--- src/common/sio_pkg.sv ---
package sio_pkg;
   // register byte addresses
   localparam logic [7:0] ADDR_CTRL = 8'h00;
   localparam logic [7:0] ADDR_STATUS = 8'h04;
   localparam logic [7:0] ADDR_TXBUF = 8'h08;
   localparam logic [7:0] ADDR_RXBUF = 8'h0C;
   localparam logic [7:0] ADDR_BAUD = 8'h10;
   localparam logic [7:0] ADDR_IRQ_STAT = 8'h14;
   localparam logic [7:0] ADDR_IRQ_EN = 8'h18;
   localparam logic [7:0] ADDR_IRQ_CLR = 8'h1C;
   // control fields
   localparam int CTRL_TX_EN = 0;
   localparam int CTRL_RX_EN = 1;
   localparam int CTRL_SIO_EN = 2;
   localparam int CTRL_SYNC = 3;
   localparam int CTRL_EXT_CLK = 4;
   localparam int CTRL_RDY_EN = 5;
   localparam int CTRL_TXI_SRC = 6;
   localparam int CTRL_W = 7;
   localparam logic [6:0] CTRL_RESET = 7'h00;
   // status fields
   localparam int ST_TX_EMPTY = 0;
   localparam int ST_TX_DONE = 1;
   localparam int ST_RX_FULL = 2;
   localparam int ST_FRAME_ERR = 3;
   localparam int ST_OVERRUN = 4;
   // interrupt fields
   localparam int IRQ_TX = 0;
   localparam int IRQ_RX = 1;
   localparam int IRQ_ERR = 2;
   localparam int IRQ_W = 3;
   localparam logic [15:0] BAUD_RESET = 16'h0013;
   // axi responses
   localparam logic [1:0] RESP_OKAY = 2'h0;
   localparam logic [1:0] RESP_SLVERR = 2'h2;
endpackage

--- src/hdl/sio_top.sv ---
// Implementation choices: the register addresses and register access over AXI4-Lite.
`timescale 1ns/100ps
// Summary of operation
// unit disable only frees pins, shifting continues
// buffer write while disabled still shifts internally
// async transmit stopped by transmit enable
// async receive stopped by receive enable
// ready output needs receive, ready, transmit enables
// both enables cleared resets transmit and receive
// shift-complete falls 0.5 to 1.5 clocks late
// external clock: transmit enable set while high
// external clock: buffer written while high
// transmit request set on chosen flag rising
// transmit enable sets empty and complete flags
// enable transmit, clear request, then enable interrupt
// synchronous mode clears both enables together
module sio_top (
   // clock and reset
   input wire logic aclk,
   input wire logic aresetn,
   // axi4-lite write
   input wire logic [7:0] s_axi_awaddr,
   input wire logic s_axi_awvalid,
   output logic s_axi_awready,
   input wire logic [31:0] s_axi_wdata,
   input wire logic [3:0] s_axi_wstrb,
   input wire logic s_axi_wvalid,
   output logic s_axi_wready,
   output logic [1:0] s_axi_bresp,
   output logic s_axi_bvalid,
   input wire logic s_axi_bready,
   // axi4-lite read
   input wire logic [7:0] s_axi_araddr,
   input wire logic s_axi_arvalid,
   output logic s_axi_arready,
   output logic [31:0] s_axi_rdata,
   output logic [1:0] s_axi_rresp,
   output logic s_axi_rvalid,
   input wire logic s_axi_rready,
   // serial pins
   output logic txd_out,
   output logic txd_oe,
   input wire logic rxd_in,
   input wire logic sclk_in,
   output logic sclk_out,
   output logic sclk_oe,
   output logic receiver_ready_pin_n,
   output logic receiver_ready_pin_oe,
   // interrupt
   output logic irq
);
   logic [6:0] ctrl;
   logic [15:0] baud;
   logic [2:0] irq_stat, irq_en;
   logic [31:0] aw_data;
   logic [7:0] aw_addr;
   logic aw_have, w_have;
   // pin synchronisers
   logic [1:0] rxd_s, sclk_s;
   logic sclk_d, rxd_d;
   always_ff @(posedge aclk) begin
      rxd_s <= {rxd_s[0], rxd_in};
      sclk_s <= {sclk_s[0], sclk_in};
      sclk_d <= sclk_s[1];
      rxd_d <= rxd_s[1];
   end
   wire tx_en = ctrl[sio_pkg::CTRL_TX_EN];
   wire rx_en = ctrl[sio_pkg::CTRL_RX_EN];
   wire sio_en = ctrl[sio_pkg::CTRL_SIO_EN];
   wire sync_mode = ctrl[sio_pkg::CTRL_SYNC];
   wire ext_clk = ctrl[sio_pkg::CTRL_EXT_CLK] & sync_mode;
   // baud divider gives shift ticks; internal sync clock toggles per half bit
   logic [15:0] div;
   logic int_clk;
   wire div_hit = (div == baud);
   wire int_tick = div_hit & int_clk;
   wire sclk_fall = sclk_d & ~sclk_s[1];
   wire sclk_rise = ~sclk_d & sclk_s[1];
   wire shift_tick = ext_clk ? sclk_fall : int_tick;
   // sync receive shares the transmit clock, so it runs only while tx_en is on
   wire sample_tick = ext_clk ? sclk_rise : (div_hit & ~int_clk);
   // an external clock is phased by the partner, so only the internal one needs the half edge
   wire half_tick = ext_clk || (div_hit && !int_clk);
   always_ff @(posedge aclk) begin
      if (!aresetn || !(tx_en || rx_en)) begin
         div <= 16'h0000;
         int_clk <= 1'b1;
      end else begin
         div <= div_hit ? 16'h0000 : div + 16'h0001;
         if (div_hit) int_clk <= ~int_clk;
      end
   end
   // axi write path
   wire wr_fire = aw_have && w_have && !s_axi_bvalid;
   assign s_axi_awready = !aw_have;
   assign s_axi_wready = !w_have;
   wire wr_known = aw_addr == sio_pkg::ADDR_CTRL || aw_addr == sio_pkg::ADDR_TXBUF ||
                   aw_addr == sio_pkg::ADDR_BAUD || aw_addr == sio_pkg::ADDR_IRQ_EN ||
                   aw_addr == sio_pkg::ADDR_IRQ_CLR;
   logic [31:0] w_data;
   logic [3:0] w_strb;
   wire wr_ctrl = wr_fire && aw_addr == sio_pkg::ADDR_CTRL && w_strb[0];
   // a buffer write is accepted regardless of the pin enable
   wire wr_txbuf = wr_fire && aw_addr == sio_pkg::ADDR_TXBUF && w_strb[0];
   always_ff @(posedge aclk) begin
      if (!aresetn) begin
         aw_have <= 1'b0;
         w_have <= 1'b0;
         aw_addr <= 8'h00;
         w_data <= 32'h0000_0000;
         w_strb <= 4'h0;
         s_axi_bvalid <= 1'b0;
         s_axi_bresp <= sio_pkg::RESP_OKAY;
         ctrl <= sio_pkg::CTRL_RESET;
         baud <= sio_pkg::BAUD_RESET;
         irq_en <= 3'h0;
      end else begin
         if (s_axi_awvalid && s_axi_awready) begin
            aw_have <= 1'b1;
            aw_addr <= {s_axi_awaddr[7:2], 2'b00};
         end
         if (s_axi_wvalid && s_axi_wready) begin
            w_have <= 1'b1;
            w_data <= s_axi_wdata;
            w_strb <= s_axi_wstrb;
         end
         if (wr_fire) begin
            aw_have <= 1'b0;
            w_have <= 1'b0;
            s_axi_bvalid <= 1'b1;
            s_axi_bresp <= wr_known ? sio_pkg::RESP_OKAY : sio_pkg::RESP_SLVERR;
            if (wr_ctrl) ctrl <= w_data[6:0];
            if (aw_addr == sio_pkg::ADDR_BAUD) begin
               if (w_strb[0]) baud[7:0] <= w_data[7:0];
               if (w_strb[1]) baud[15:8] <= w_data[15:8];
            end
            if (aw_addr == sio_pkg::ADDR_IRQ_EN && w_strb[0]) irq_en <= w_data[2:0];
         end else if (s_axi_bvalid && s_axi_bready) begin
            s_axi_bvalid <= 1'b0;
         end
      end
   end
   // transmitter
   logic tx_empty, tx_done, tx_line;
   sio_tx u_tx (
      .aclk(aclk),
      .aresetn(aresetn),
      .tx_en(tx_en), // see R3 see R6
      .sync_mode(sync_mode),
      .shift_tick(shift_tick),
      .half_tick(half_tick),
      .load(wr_txbuf && tx_en),
      .load_data(w_data[7:0]),
      .buf_empty(tx_empty),
      .shift_done(tx_done),
      .tx_line(tx_line)
   );
   // receiver
   logic [7:0] rx_buf, rx_sh;
   logic [3:0] rx_cnt;
   logic rx_busy, rx_full, frame_err, overrun, rx_ev, err_ev;
   wire rd_rxbuf;
   wire rx_run = rx_en && (!sync_mode || tx_en);
   wire rx_last = sync_mode ? (rx_cnt == 4'h7) : (rx_cnt == 4'h9);
   logic [15:0] rx_div;
   logic rx_ph;
   wire rx_div_hit = (rx_div == baud);
   // async sampling restarts at the start edge so each bit is taken mid-cell
   wire rx_tick = sync_mode ? sample_tick : (rx_div_hit && !rx_ph);
   always_ff @(posedge aclk) begin
      if (!aresetn || !rx_busy) begin
         rx_div <= 16'h0000;
         rx_ph <= 1'b0;
      end else begin
         rx_div <= rx_div_hit ? 16'h0000 : rx_div + 16'h0001;
         if (rx_div_hit) rx_ph <= ~rx_ph;
      end
   end
   always_ff @(posedge aclk) begin
      if (!aresetn || !rx_run) begin // see R4
         rx_busy <= 1'b0;
         rx_cnt <= 4'h0;
         rx_sh <= 8'h00;
         rx_buf <= 8'h00;
         rx_full <= 1'b0;
         frame_err <= 1'b0;
         overrun <= 1'b0;
         rx_ev <= 1'b0;
         err_ev <= 1'b0;
      end else begin
         rx_ev <= 1'b0;
         err_ev <= 1'b0;
         if (rd_rxbuf) rx_full <= 1'b0;
         if (!rx_busy && (sync_mode || !rxd_d)) begin
            rx_busy <= 1'b1;
            rx_cnt <= 4'h0;
         end else if (rx_busy && rx_tick) begin
            rx_cnt <= rx_cnt + 4'h1;
            if (sync_mode || (rx_cnt != 4'h0 && !rx_last)) rx_sh <= {rxd_d, rx_sh[7:1]};
            if (rx_last) begin
               rx_busy <= 1'b0;
               rx_buf <= sync_mode ? {rxd_d, rx_sh[7:1]} : rx_sh;
               rx_full <= 1'b1;
               rx_ev <= 1'b1;
               overrun <= rx_full && !rd_rxbuf;
               frame_err <= !sync_mode && !rxd_d;
               err_ev <= (rx_full && !rd_rxbuf) || (!sync_mode && !rxd_d);
            end
         end
      end
   end
   // transmit request on rising edge of the chosen flag
   logic tx_src_d;
   // gated by tx_en so that setting it shows as a rising flag
   wire tx_src = tx_en && (ctrl[sio_pkg::CTRL_TXI_SRC] ? tx_done : tx_empty);
   wire tx_ev = tx_src && !tx_src_d;
   wire irq_clr_wr = wr_fire && aw_addr == sio_pkg::ADDR_IRQ_CLR && w_strb[0];
   wire [2:0] irq_clr = irq_clr_wr ? w_data[2:0] : 3'h0;
   wire [2:0] irq_set = {err_ev, rx_ev, tx_ev};
   always_ff @(posedge aclk) begin
      if (!aresetn) begin
         tx_src_d <= 1'b0;
         irq_stat <= 3'h0;
      end else begin
         tx_src_d <= tx_src;
         // set wins over a clear in the same cycle
         irq_stat <= (irq_stat & ~irq_clr) | irq_set;
      end
   end
   assign irq = |(irq_stat & irq_en);
   // axi read path
   logic [31:0] rd_mux;
   wire [7:0] ar_addr = {s_axi_araddr[7:2], 2'b00};
   wire rd_fire = s_axi_arvalid && s_axi_arready;
   assign s_axi_arready = !s_axi_rvalid;
   assign rd_rxbuf = rd_fire && ar_addr == sio_pkg::ADDR_RXBUF;
   wire rd_known = ar_addr inside {sio_pkg::ADDR_CTRL, sio_pkg::ADDR_STATUS, sio_pkg::ADDR_RXBUF,
                                   sio_pkg::ADDR_BAUD, sio_pkg::ADDR_IRQ_STAT, sio_pkg::ADDR_IRQ_EN};
   always_comb begin
      rd_mux = 32'h0000_0000;
      unique case (ar_addr)
         sio_pkg::ADDR_CTRL: rd_mux = {25'h0, ctrl};
         sio_pkg::ADDR_STATUS: rd_mux = {27'h0, overrun, frame_err, rx_full, tx_done, tx_empty};
         sio_pkg::ADDR_RXBUF: rd_mux = {24'h0, rx_buf};
         sio_pkg::ADDR_BAUD: rd_mux = {16'h0, baud};
         sio_pkg::ADDR_IRQ_STAT: rd_mux = {29'h0, irq_stat};
         sio_pkg::ADDR_IRQ_EN: rd_mux = {29'h0, irq_en};
         default: rd_mux = 32'h0000_0000;
      endcase
   end
   always_ff @(posedge aclk) begin
      if (!aresetn) begin
         s_axi_rvalid <= 1'b0;
         s_axi_rdata <= 32'h0000_0000;
         s_axi_rresp <= sio_pkg::RESP_OKAY;
      end else if (rd_fire) begin
         s_axi_rvalid <= 1'b1;
         s_axi_rdata <= rd_mux;
         s_axi_rresp <= rd_known ? sio_pkg::RESP_OKAY : sio_pkg::RESP_SLVERR;
      end else if (s_axi_rready) begin
         s_axi_rvalid <= 1'b0;
      end
   end
   // pins: unit enable gates only the pins, never the shifter
   assign txd_out = tx_line;
   assign txd_oe = sio_en;
   assign sclk_out = int_clk;
   assign sclk_oe = sio_en && sync_mode && !ext_clk && tx_en;
   // ready output needs receive, ready and transmit enables together
   wire rdy_drive = sio_en && sync_mode && ctrl[sio_pkg::CTRL_RDY_EN] && rx_en && tx_en;
   assign receiver_ready_pin_oe = rdy_drive;
   assign receiver_ready_pin_n = !(rdy_drive && !rx_full);
endmodule // sio_top

--- src/hdl/sio_tx.sv ---
`timescale 1ns/100ps
module sio_tx (
   // clock and reset
   input wire logic aclk,
   input wire logic aresetn,
   // control
   input wire logic tx_en,
   input wire logic sync_mode,
   input wire logic shift_tick,
   input wire logic half_tick,
   input wire logic load,
   input wire logic [7:0] load_data,
   // status
   output logic buf_empty,
   output logic shift_done,
   output logic tx_line
);
   typedef enum logic [1:0] {
      SIO_TX_IDLE = 2'b00,
      SIO_TX_WAIT = 2'b01,
      SIO_TX_ARM = 2'b11,
      SIO_TX_SHIFT = 2'b10
   } sio_tx_state_t;
   sio_tx_state_t state;
   logic [7:0] hold;
   logic [9:0] shreg;
   logic [3:0] bits;
   wire [3:0] frame_bits = sync_mode ? 4'h8 : 4'hA;
   wire [9:0] frame = sync_mode ? {2'b11, hold} : {1'b1, hold, 1'b0};
   // internal shifting never looks at the pin enable, only aresetn and tx_en reset it
   always_ff @(posedge aclk) begin
      if (!aresetn || !tx_en) begin
         state <= SIO_TX_IDLE;
         buf_empty <= 1'b1;
         shift_done <= 1'b1;
         shreg <= 10'h3FF;
         bits <= 4'h0;
         hold <= 8'h00;
      end else begin
         if (load) begin
            hold <= load_data;
            buf_empty <= 1'b0;
         end
         unique case (state)
            SIO_TX_IDLE: if (load) state <= SIO_TX_WAIT;
            // with the internal clock a half-clock edge must pass first, so done never falls sooner than half a shift clock
            SIO_TX_WAIT: if (half_tick) state <= SIO_TX_ARM;
            SIO_TX_ARM: if (shift_tick) begin
               // done falls 0.5..1.5 shift clocks after the write with the internal clock, at the next sclk fall with the external one
               shreg <= frame;
               bits <= frame_bits;
               buf_empty <= 1'b1;
               shift_done <= 1'b0;
               state <= SIO_TX_SHIFT;
            end
            SIO_TX_SHIFT: if (shift_tick) begin
               shreg <= {1'b1, shreg[9:1]};
               bits <= bits - 4'h1;
               if (bits == 4'h1) begin
                  if (!buf_empty) begin
                     shreg <= frame;
                     bits <= frame_bits;
                     buf_empty <= 1'b1;
                  end else begin
                     shift_done <= 1'b1;
                     state <= SIO_TX_IDLE;
                  end
               end
            end
         endcase
         if (load && state == SIO_TX_IDLE) shift_done <= 1'b1;
      end
   end
   assign tx_line = (state == SIO_TX_SHIFT) ? shreg[0] : 1'b1;
endmodule // sio_tx

--- config.mk ---
export PLATFORM = sky130hd
export DESIGN_NAME = sio_top
export DESIGN_NICKNAME = d
export VERILOG_FILES = /design/src/common/sio_pkg.sv /design/src/hdl/sio_top.sv /design/src/hdl/sio_tx.sv
export SDC_FILE = /design/constraint.sdc
export NUM_CORES = 1
export LEC_CHECK = 0
export ABC_AREA = 1
export BUFFER_PORTS_ARGS = -buffer_cell sky130_fd_sc_hd__buf_4
export CAP_MARGIN = 20
export CORE_MARGIN = 2
export CORE_UTILIZATION = 35
export CTS_CLUSTER_SIZE = 10
export DETAILED_ROUTE_END_ITERATION = 8
export PLACE_DENSITY = 0.57
export SKIP_LAST_GASP = 1
export SLEW_MARGIN = 5
export SYNTH_ARGS = -nofsm -noshare
export SYNTH_HDL_FRONTEND = slang
export SYNTH_SLANG_ARGS = --single-unit
--- constraint.sdc ---
create_clock -name aclk -period 3.5 [get_ports aclk]
set_clock_uncertainty 0.15 [all_clocks]
set_input_delay 0.7 -clock aclk [delete_from_list [all_inputs] [get_ports aclk]]
set_output_delay 0.7 -clock aclk [all_outputs]
set_load 0.01 [all_outputs]
==> results of run 1 <==
[cell type report]
cell class,count,area (um^2),share of cell area [%]
clock buffers,20,447,5.03
inverters,142,533,6.00
multi-input cells,723,3520,39.6
well taps,280,350,3.94
repair buffers,74,563,6.34
clock inverters,11,126,1.42
flip-flops and latches,167,3340,37.6
[cells by family (layout without fill, tap and decap cells)]
| family | count (synthesis) | in the layout | synth area share (%) |
|---|---|---|---|
| AO/OA/AOI/OAI | 231 | 231 | 16.9 |
| XOR/XNOR | 22 | 22 | 2.53 |
| adder cells (fa/ha/maj) | 6 | 6 | 0.985 |
| buffers and inverters | 194 | 247 | 10.8 |
| flip-flops | 167 | 167 | 43.8 |
| other | 1 | 18 | 0.0492 |
| AND/OR/NAND/NOR | 446 | 446 | 24.9 |
[layout by cell type (no fill, tap or decap), types with 21 or more instances in the layout]
cell / netlist / routed
xor2_1: 21 / 21
a21oi_1: 95 / 95
buf_4: 19 / 73
dfxtp_1: 167 / 167
o21ai_0: 83 / 83
nor3_1: 22 / 22
inv_1: 136 / 136
nand2_1: 210 / 210
nor2_1: 147 / 147
nand3_1: 27 / 27
[power by group through the flow]
stage	combinational, uW	sequential, uW	clock, uW
6_report	202	1960	1840
3_3_place_gp	200	2010	0
4_1_cts	203	1970	1890
3_5_place_dp	202	2010	0
5_1_grt	230	1970	1970
2_1_floorplan	124	2010	0
[stage by stage]
stage	area [um^2]	setup WS [ps]	cells	total power, uW
detailed placement	8300	853	1385	2210
CTS	8870	795	1416	4050
global placement	8300	896	1385	2210
floorplan	7690	1170	1084	2130
finish	8880	885	1417	4010
global route	8880	501	1417	4170
[sequential cells by signal, summed over array words and instances, names as in the netlist, 6 cells and up]
name	flops
rx_div	16
aw_addr	6
baud	16
div	16
s_axi_rdata	16
ctrl	7
rx_buf	8
u_tx.shreg	9
rx_sh	8
w_data	16
u_tx.hold	8
[per-layer routing]
layer | up-vias | routed length (um) | share of wire [%] | GRT usage [%]
met5 | - | 0 | 0 | 0
met4 | 0 | 272 | 1.4 | 5.74
met3 | 21 | 797 | 4.2 | 2.66
met2 | 117 | 8760 | 47 | 27.4
met1 | 2939 | 8990 | 48 | 22.9
li1 | 3543 | - | - | -
[worst max path at each step]
stage / from / endpoint / slack [ps] / cells after the start
finish: ctrl[0]$_SDFFE_PN0P_ / receiver_ready_pin_n / 890 / 4
global route: baud[6]$_SDFFE_PN0P_ / u_tx.bits[2]$_SDFFE_PP0P_ / 500 / 12
CTS: ctrl[0]$_SDFFE_PN0P_ / receiver_ready_pin_n / 800 / 4
detailed placement: s_axi_araddr[7] / err_ev$_SDFF_PP0_ / 850 / 9
global placement: baud[6]$_SDFFE_PN0P_ / u_tx.bits[2]$_SDFFE_PP0P_ / 900 / 12
floorplan: ctrl[3]$_SDFFE_PN0P_ / receiver_ready_pin_n / 1170 / 5
==> results.json, run 1 <==
{
  "cp-end-kind": "output pin",
  "power.internal_uw": 3090,
  "initial_core_util_pct": 35.3,
  "synthArstFlopShare_pct": 0,
  "cp_data_required_time_ps": 2650,
  "p_leak_uw": 0.00361,
  "fmax_mhz": 382,
  "design.core.area_mm2": 0.0216,
  "netlist_area_mm2": 0.00762,
  "fp-row-count": 54,
  "synth_most_common_cell": "nand2_1",
  "rsz0062_at_grt": "false",
  "num_vias": 6620,
  "ys_seq_area_share_pct": 43.8,
  "vias_per_cell": 4.67,
  "cts_root_buf": "clkbuf_16",
  "ctsHoldBuffers": 0,
  "port_buffers": 68,
  "antenna_found_initial": 0,
  "r2r_slack_ps": 890,
  "swShare_pct": 23.0,
  "drv_cap": 0,
  "critPathKind": "reg2out",
  "reg2reg_from": "baud[6]$_SDFFE_PN0P_",
  "ant_nets": 0,
  "gr-usage-all-layers_pct": 16.9,
  "drive_gt1_share_pct": 10.6,
  "whs_ps": 178,
  "pin_count": 109,
  "r2r_cells": 12,
  "netlist_top_cells_count": "210 x nand2_1, 167 x dfxtp_1, 147 x nor2_1",
  "cts_buffers": 17,
  "slew_violations": 0,
  "clock_path_buffers": 2,
  "hpwlAfterDp_um": 13900,
  "cts_resized": 0,
  "yosys_warnings": 0,
  "wire_per_inst_um": 13.3,
  "clk_pin_slew_ps": 60,
  "min_path_type": "reg2reg",
  "max-vdd-ir-drop_uv": 277,
  "final-setup-viol-count": 0,
  "grt_max_degree": 35,
  "dr.first_iter.drc_count": 450,
  "crit_arrival_ps": 1760,
  "max-slew-margin-rel_pct": 39.6,
  "syn_inst": 1067,
  "post_synth.cell_area_avg_um2": 7.15,
  "status": "finished clean",
  "crit_chain": "inv_1 -> nor4_1 -> nand2_1 -> buf_4",
  "fin_tns_setup_ps": 0,
  "cp_slowest_cell": "nor4_1",
  "diodes": 0,
  "synth_top_cell_area_share_pct": 43.8,
  "finalHoldViolCount": 0,
  "max_stage_delay_ps": 540,
  "reg2reg_to": "u_tx.bits[2]$_SDFFE_PP0P_",
  "cp_max_fo": 4,
  "cp-start-kind": "flip-flop",
  "cts_setup_buffers": 0,
  "comb_power_share_pct": 5.0,
  "overflow": 0,
  "yosys.area.top_type": "dfxtp_1",
  "pwr-share-seq_pct": 49.0,
  "synth_area_leaders": "dfxtp_1 44%, nand2_1 10%, nor2_1 7.2%, inv_1 6.7%, a21oi_1 6.2%",
  "period_minus_slack_ps": 2610,
  "yosys_most_used_dff": "dfxtp_1",
  "finalCritPeriodShare_pct": 74.7,
  "synth_cell_type_count": 42,
  "cp_num_buf_inv": 2,
  "final_util_pct": 41.1,
  "clk-insertion-delay-late_ps": 420,
  "die_area_mm2": 0.0230,
  "p_switching_uw": 921,
  "cts_num_sinks": 167,
  "synth_edf_count": 0,
  "hold_path.startpoint": "rxd_s[0]$_DFF_P_",
  "first_pass_iters": 4,
  "grt_first_pass_wirelength_um": 30200,
  "grt_pass1_vias": 5931,
  "hold_path_depth": 0,
  "ys_ff_latch": 167,
  "critPathTopFamily": "simple AND/OR/NAND/NOR gates",
  "power_frac_clock_pct": 46.0,
  "worst_pin_slew_ps": 902,
  "die_h_um": 152,
  "gp_congestion": 0.808,
  "area_delta_synth_final_pct": 16.5,
  "wl_um": 18800,
  "drc": 0,
  "fill_cells": 2281,
  "cts_tree": "built",
  "hold_end": "rxd_s[1]$_DFF_P_",
  "power.density_mw_per_mm2": 451,
  "die_w_um": 152,
  "final_nets": 1192,
  "htreeDepth": 4
}
(Power assumes the default switching activity.)
==> inputs of run 2 (changes only) <==
Settings changed: PLACE_DENSITY 0.57 to 0.59.
Clock period 3.5 ns to 2.1 ns, I/O delays scaled along.
==> results.json, run 2 (synthesized netlist as in run 1, its figures left out) <==
{
  "status": "finished clean",
  "final_nets": 1279,
  "crit_path_frequent_cell": "buf_4",
  "wire_per_inst_um": 12.9,
  "p_leak_uw": 0.00410,
  "cp-start-kind": "flip-flop",
  "grt_max_degree": 35,
  "cp_num_buf_inv": 3,
  "critPathTopFamily": "flip-flops",
  "fp-row-count": 54,
  "cts_buffers": 17,
  "final_common_cell": "nand2_1",
  "cts_tree": "built",
  "p_switching_uw": 1610,
  "max-vdd-ir-drop_uv": 550,
  "die_w_um": 152,
  "most-common-layout-cells": "208 x nand2_1, 152 x buf_4, 145 x dfxtp_1",
  "period_minus_slack_ps": 2050,
  "drv_cap": 0,
  "clock_path_buffers": 2,
  "comb_power_share_pct": 5.0,
  "min_path_type": "in2reg",
  "cp-end-kind": "output pin",
  "rsz0062_at_grt": "true",
  "drive_gt1_share_pct": 20.2,
  "worst_slack_ps": 53.3,
  "gp_congestion": 0.819,
  "fill_cells": 2194,
  "power_frac_clock_pct": 48.9,
  "power.internal_uw": 5480,
  "num_vias": 7045,
  "cp_max_fo": 4,
  "crit_arrival_ps": 1480,
  "startpoint": "ctrl[0]$_SDFFE_PN0P_",
  "overflow": 0,
  "cp_slowest_cell": "dfxtp_2",
  "port_buffers": 68,
  "vias_per_cell": 4.68,
  "design.core.area_mm2": 0.0216,
  "finalHoldViolCount": 0,
  "wl_um": 19500,
  "pre_cts_slack_ps": -99.4,
  "swShare_pct": 22.7,
  "clk_pin_slew_ps": 70,
  "antenna_found_initial": 0,
  "cts_root_buf": "clkbuf_16",
  "fin_tns_setup_ps": 0,
  "pin_count": 109,
  "htreeDepth": 4,
  "area_delta_synth_final_pct": 28.5,
  "max_stage_delay_ps": 370,
  "reg2reg_from": "baud[14]$_SDFFE_PN0P_",
  "gr-usage-all-layers_pct": 17.1,
  "critPathKind": "reg2out",
  "pwr-share-seq_pct": 46.1,
  "dr.first_iter.drc_count": 432,
  "initial_core_util_pct": 35.3,
  "power.density_mw_per_mm2": 723,
  "cts_num_sinks": 167,
  "hpwlAfterDp_um": 14700,
  "final-setup-viol-count": 0,
  "clk-insertion-delay-late_ps": 430,
  "die_h_um": 152,
  "fmax_mhz": 489,
  "ant_nets": 0,
  "hold_path.startpoint": "s_axi_wstrb[1]",
  "diodes": 0,
  "crit_chain": "inv_2 -> nor4_2 -> buf_4 -> nand2_1 -> buf_4",
  "drc": 0,
  "grt_pass1_vias": 6360,
  "cp_data_required_time_ps": 1530,
  "die_area_mm2": 0.0230,
  "slew_violations": 0,
  "finalCritPeriodShare_pct": 97.5,
  "grt_first_pass_wirelength_um": 30900,
  "first_pass_iters": 5
}
run 2: cell count changes in the layout (fill, tap and decap cells not counted), moves of 3 or more:
cell and delta:
buf_12 +3, dfxtp_1 -22, nor2_2 +3, nand3_1 -3, dfxtp_2 +17, buf_4 +79
nand3_4 +4, dfxtp_4 +5, inv_6 +5, nor2_1 -5
run 2: routing by layer:
layer  global-route usage [%]  vias to the layer above  part of all wire, %
met3                     2.90                       20                  3.0
met5                        0                        -                    0
met2                     29.4                      105                   48
met4                     5.00                        0                  1.2
met1                     22.2                     3199                   48
li1                         -                     3721                    -
run 2: per-stage QoR:
| stage | total power (uW) | hold WS, ps | utilization (%) | cells | instance area (um^2) |
|---|---|---|---|---|---|
| 2_1_floorplan | 3550 | 160 | - | 1084 | 7690 |
| 3_3_place_gp | 3690 | 161 | 41.3 | 1463 | 8920 |
| 3_5_place_dp | 3700 | 164 | 41.3 | 1463 | 8920 |
| 4_1_cts | 7150 | 48.1 | 44.5 | 1499 | 9630 |
| 5_1_grt | 7340 | 63.8 | 45.3 | 1505 | 9800 |
| 6_report | 7090 | 65.3 | 45.3 | 1505 | 9800 |
run 2: repair_timing:
action / in CTS / in global routing
setup endpoints to repair: 23 / 55
cloned: 0 / 2
resized for setup: 9 / 45
hold buffers: 2 / 0
setup buffers: 3 / 4
pin swaps: 3 / 7
endpoints found under the hold margin: 2 / 0
run 2: path summary, 6_finish.rpt:
path                                  to  slack (ps)  cells after the start
setup / recovery    receiver_ready_pin_n          50                      5
hold / removal    w_strb[1]$_SDFFE_PN0P_          70                      3
setup reg to reg   rx_sh[6]$_SDFFE_PP0P_         110                     11
hold reg to reg         rxd_s[1]$_DFF_P_         180                      0
run 2: cell type report:
class	instances	area, um^2	share of cell area, %
multi-input combinational	725	3640	37.1
sequential	167	3380	34.5
timing repair buffer	159	1240	12.7
inverter	142	537	5.48
clock buffer	20	467	4.76
tap	280	350	3.57
clock inverter	12	184	1.88
run 2: worst min-delay path: stages:
cell	delay (ps)
buf_4	70
nor2_1	30
nor2_1	80
run 2: power by group through the flow:
stage / Combinational [uW] / Clock, uW / Sequential [uW]
2_1_floorplan: 207 / 0 / 3340
3_3_place_gp: 348 / 0 / 3340
3_5_place_dp: 352 / 0 / 3350
4_1_cts: 356 / 3520 / 3270
5_1_grt: 400 / 3660 / 3270
6_report: 355 / 3470 / 3270
==> inputs of run 3 (changes only) <==
--- a/config.mk
+++ b/config.mk
@@ -13,5 +13,6 @@
 export CTS_CLUSTER_SIZE = 10
 export DETAILED_ROUTE_END_ITERATION = 8
-export PLACE_DENSITY = 0.59
+export PLACE_DENSITY = 0.51
+export REMOVE_ABC_BUFFERS = 1
 export SKIP_LAST_GASP = 1
 export SLEW_MARGIN = 5
==> constraint.sdc (replaced) <==
create_clock -name aclk -period 2.1 [get_ports aclk]
set_clock_uncertainty 0.15 [all_clocks]
set_input_delay 0.105 -clock aclk [delete_from_list [all_inputs] [get_ports aclk]]
set_output_delay 0.105 -clock aclk [all_outputs]
set_load 0.01 [all_outputs]
==> results.json, run 3 (synthesized netlist as in run 1, its figures left out) <==
{
  "cts_root_buf": "clkbuf_16",
  "cts_buffers": 17,
  "status": "finished clean",
  "power.density_mw_per_mm2": 676,
  "grt_max_degree": 29,
  "comb_power_share_pct": 6.5,
  "cp-end-kind": "output pin",
  "critPathTopFamily": "buffers and inverters",
  "diodes": 0,
  "initial_core_util_pct": 35.3,
  "fp-row-count": 54,
  "grt_pass1_vias": 6567,
  "final_cells": 1542,
  "first_pass_iters": 5,
  "met2_usage_pct": 30.0,
  "worst_pin_slew_ps": 709,
  "hpwlAfterDp_um": 14800,
  "fin_tns_setup_ps": 0,
  "p_total_uw": 6830,
  "hold_end": "s_axi_rresp[1]$_SDFFE_PN0P_",
  "numPlacedInstances": 1456,
  "r2r_slack_ps": 110,
  "power_frac_clock_pct": 45.6,
  "cp_slowest_cell": "dfxtp_2",
  "area_delta_synth_final_pct": 32.4,
  "gp_congestion": 0.840,
  "drive_gt1_share_pct": 17.7,
  "cts_tree": "built",
  "max_stage_delay_ps": 500,
  "grt-busiest-layer": "met2",
  "pwr-share-seq_pct": 47.9,
  "cp_data_required_time_ps": 1850,
  "critPathKind": "reg2out",
  "use_met1_pct": 24.4,
  "cp_max_fo": 8,
  "clk-insertion-delay-late_ps": 430,
  "ant_nets": 0,
  "slew_violations": 0,
  "pin_count": 109,
  "drc": 0,
  "die_area_mm2": 0.0230,
  "period_minus_slack_ps": 2040,
  "die_h_um": 152,
  "reg2reg_from": "baud[15]$_SDFFE_PN0P_",
  "max-slew-margin-rel_pct": 52.7,
  "die_w_um": 152,
  "vias_per_cell": 4.56,
  "met3_usage_pct": 3.50,
  "final_common_cell": "nand2_1",
  "p_switching_uw": 1630,
  "drv_cap": 0,
  "fill_cells": 2245,
  "clk_pin_slew_ps": 70,
  "htreeDepth": 4,
  "most-common-layout-cells": "208 x nand2_1, 157 x dfxtp_1, 141 x nor2_1",
  "fmax_mhz": 490,
  "clock_path_buffers": 2,
  "final_nets": 1316,
  "r2r_cells": 10,
  "crit_chain": "buf_4 -> nand2_1 -> nor4_2 -> buf_4 -> nand2_1 -> buf_4",
  "max-vdd-ir-drop_uv": 538,
  "power.internal_uw": 5200,
  "antenna_found_initial": 0,
  "crit_arrival_ps": 1790,
  "swShare_pct": 23.9,
  "hold_path_depth": 5,
  "cts_num_sinks": 167,
  "hold_path.startpoint": "s_axi_araddr[3]",
  "overflow": 0,
  "wire_per_inst_um": 13.2,
  "port_buffers": 68,
  "crit_path_frequent_cell": "buf_4",
  "grt_first_pass_wirelength_um": 32500,
  "cp-start-kind": "flip-flop",
  "reg2reg_to": "rx_buf[3]$_SDFFE_PP0P_",
  "finalHoldViolCount": 0,
  "rsz0062_at_grt": "true",
  "design.core.area_mm2": 0.0216,
  "num_vias": 7034,
  "final-setup-viol-count": 0,
  "cp_num_buf_inv": 3,
  "p_leak_uw": 0.00421,
  "finalCritPeriodShare_pct": 97.2,
  "dr.first_iter.drc_count": 318,
  "gr-usage-all-layers_pct": 18.3,
  "wl_um": 20400,
  "min_path_type": "in2reg"
}
[run 3: cell types whose count changed in the layout (fill, tap and decap cells not counted), sizes merged]
cell         previous run  this run
nand3                  33        32
bufinv                  4         1
clkinv                  1         4
dlygate4sd3             2        50
inv                   146       145
buf                   157       147
clkbuf                 20        21
[run 3: power groups by stage]
stage	sequential, uW	clock, uW	combinational, uW
5_1_grt	3280	3340	498
3_3_place_gp	3340	0	355
2_1_floorplan	3340	0	167
6_report	3270	3110	443
4_1_cts	3270	3200	440
3_5_place_dp	3340	0	356
[run 3: worst max path at each step]
stage,from,end,slack (ps),cells after the start
floorplan,ctrl[3]$_SDFFE_PN0P_,u_tx.bits[1]$_SDFFE_PP0P_,-40,9
global placement,baud[0]$_SDFFE_PN1P_,overrun$_SDFFE_PP0P_,40,11
detailed placement,baud[0]$_SDFFE_PN1P_,err_ev$_SDFF_PP0_,20,12
CTS,baud[0]$_SDFFE_PN1P_,frame_err$_SDFFE_PP0P_,-4,12
global route,rx_div[6]$_SDFF_PP0_,rx_buf[5]$_SDFFE_PP0P_,-50,13
finish,ctrl[3]$_SDFFE_PN0P_,receiver_ready_pin_n,60,6
[run 3: tightest hold or removal path: stages]
cell	delay [ps]
buf_4	110
nand2_1	80
a21oi_1	130
nor2_1	80
nor2_1	80
[run 3: layout make-up]
cell class | count | area (um^2) | area share (%)
Clock inverter | 11 | 114 | 1.13
Sequential cell | 167 | 3360 | 33.2
Timing Repair Buffer | 197 | 1660 | 16.5
Multi-Input combinational cell | 724 | 3610 | 35.7
Clock buffer | 21 | 470 | 4.66
Inverter | 142 | 533 | 5.28
Tap cell | 280 | 350 | 3.47
[run 3: through the flow]
stage | cell area (um^2) | setup WS [ps] | hold slack, ps | utilization [%]
global route | 10100 | -50.2 | 54.6 | 46.7
CTS | 9960 | -4.01 | 33.3 | 46.1
finish | 10100 | 58.7 | 35.2 | 46.7
floorplan | 7400 | -42.9 | -17.3 | -
global placement | 8870 | 36.2 | 60.3 | 41.0
detailed placement | 8870 | 18.7 | 60.7 | 41.0
[run 3: repair_timing]
item | in CTS | in global routing
pin swaps | 0 | 5
resized for setup | 2 | 34
hold buffers | 50 | 0
buffers inserted | 0 | 2
endpoints found under the setup margin | 4 | 58
cloned | 0 | 2
hold endpoints to repair | 36 | 0
[run 3: per-layer routing]
metal,vias up,wire length [um]
li1,3791,-
met1,3114,10100
met2,109,9340
met3,20,693
met4,0,267
met5,-,0
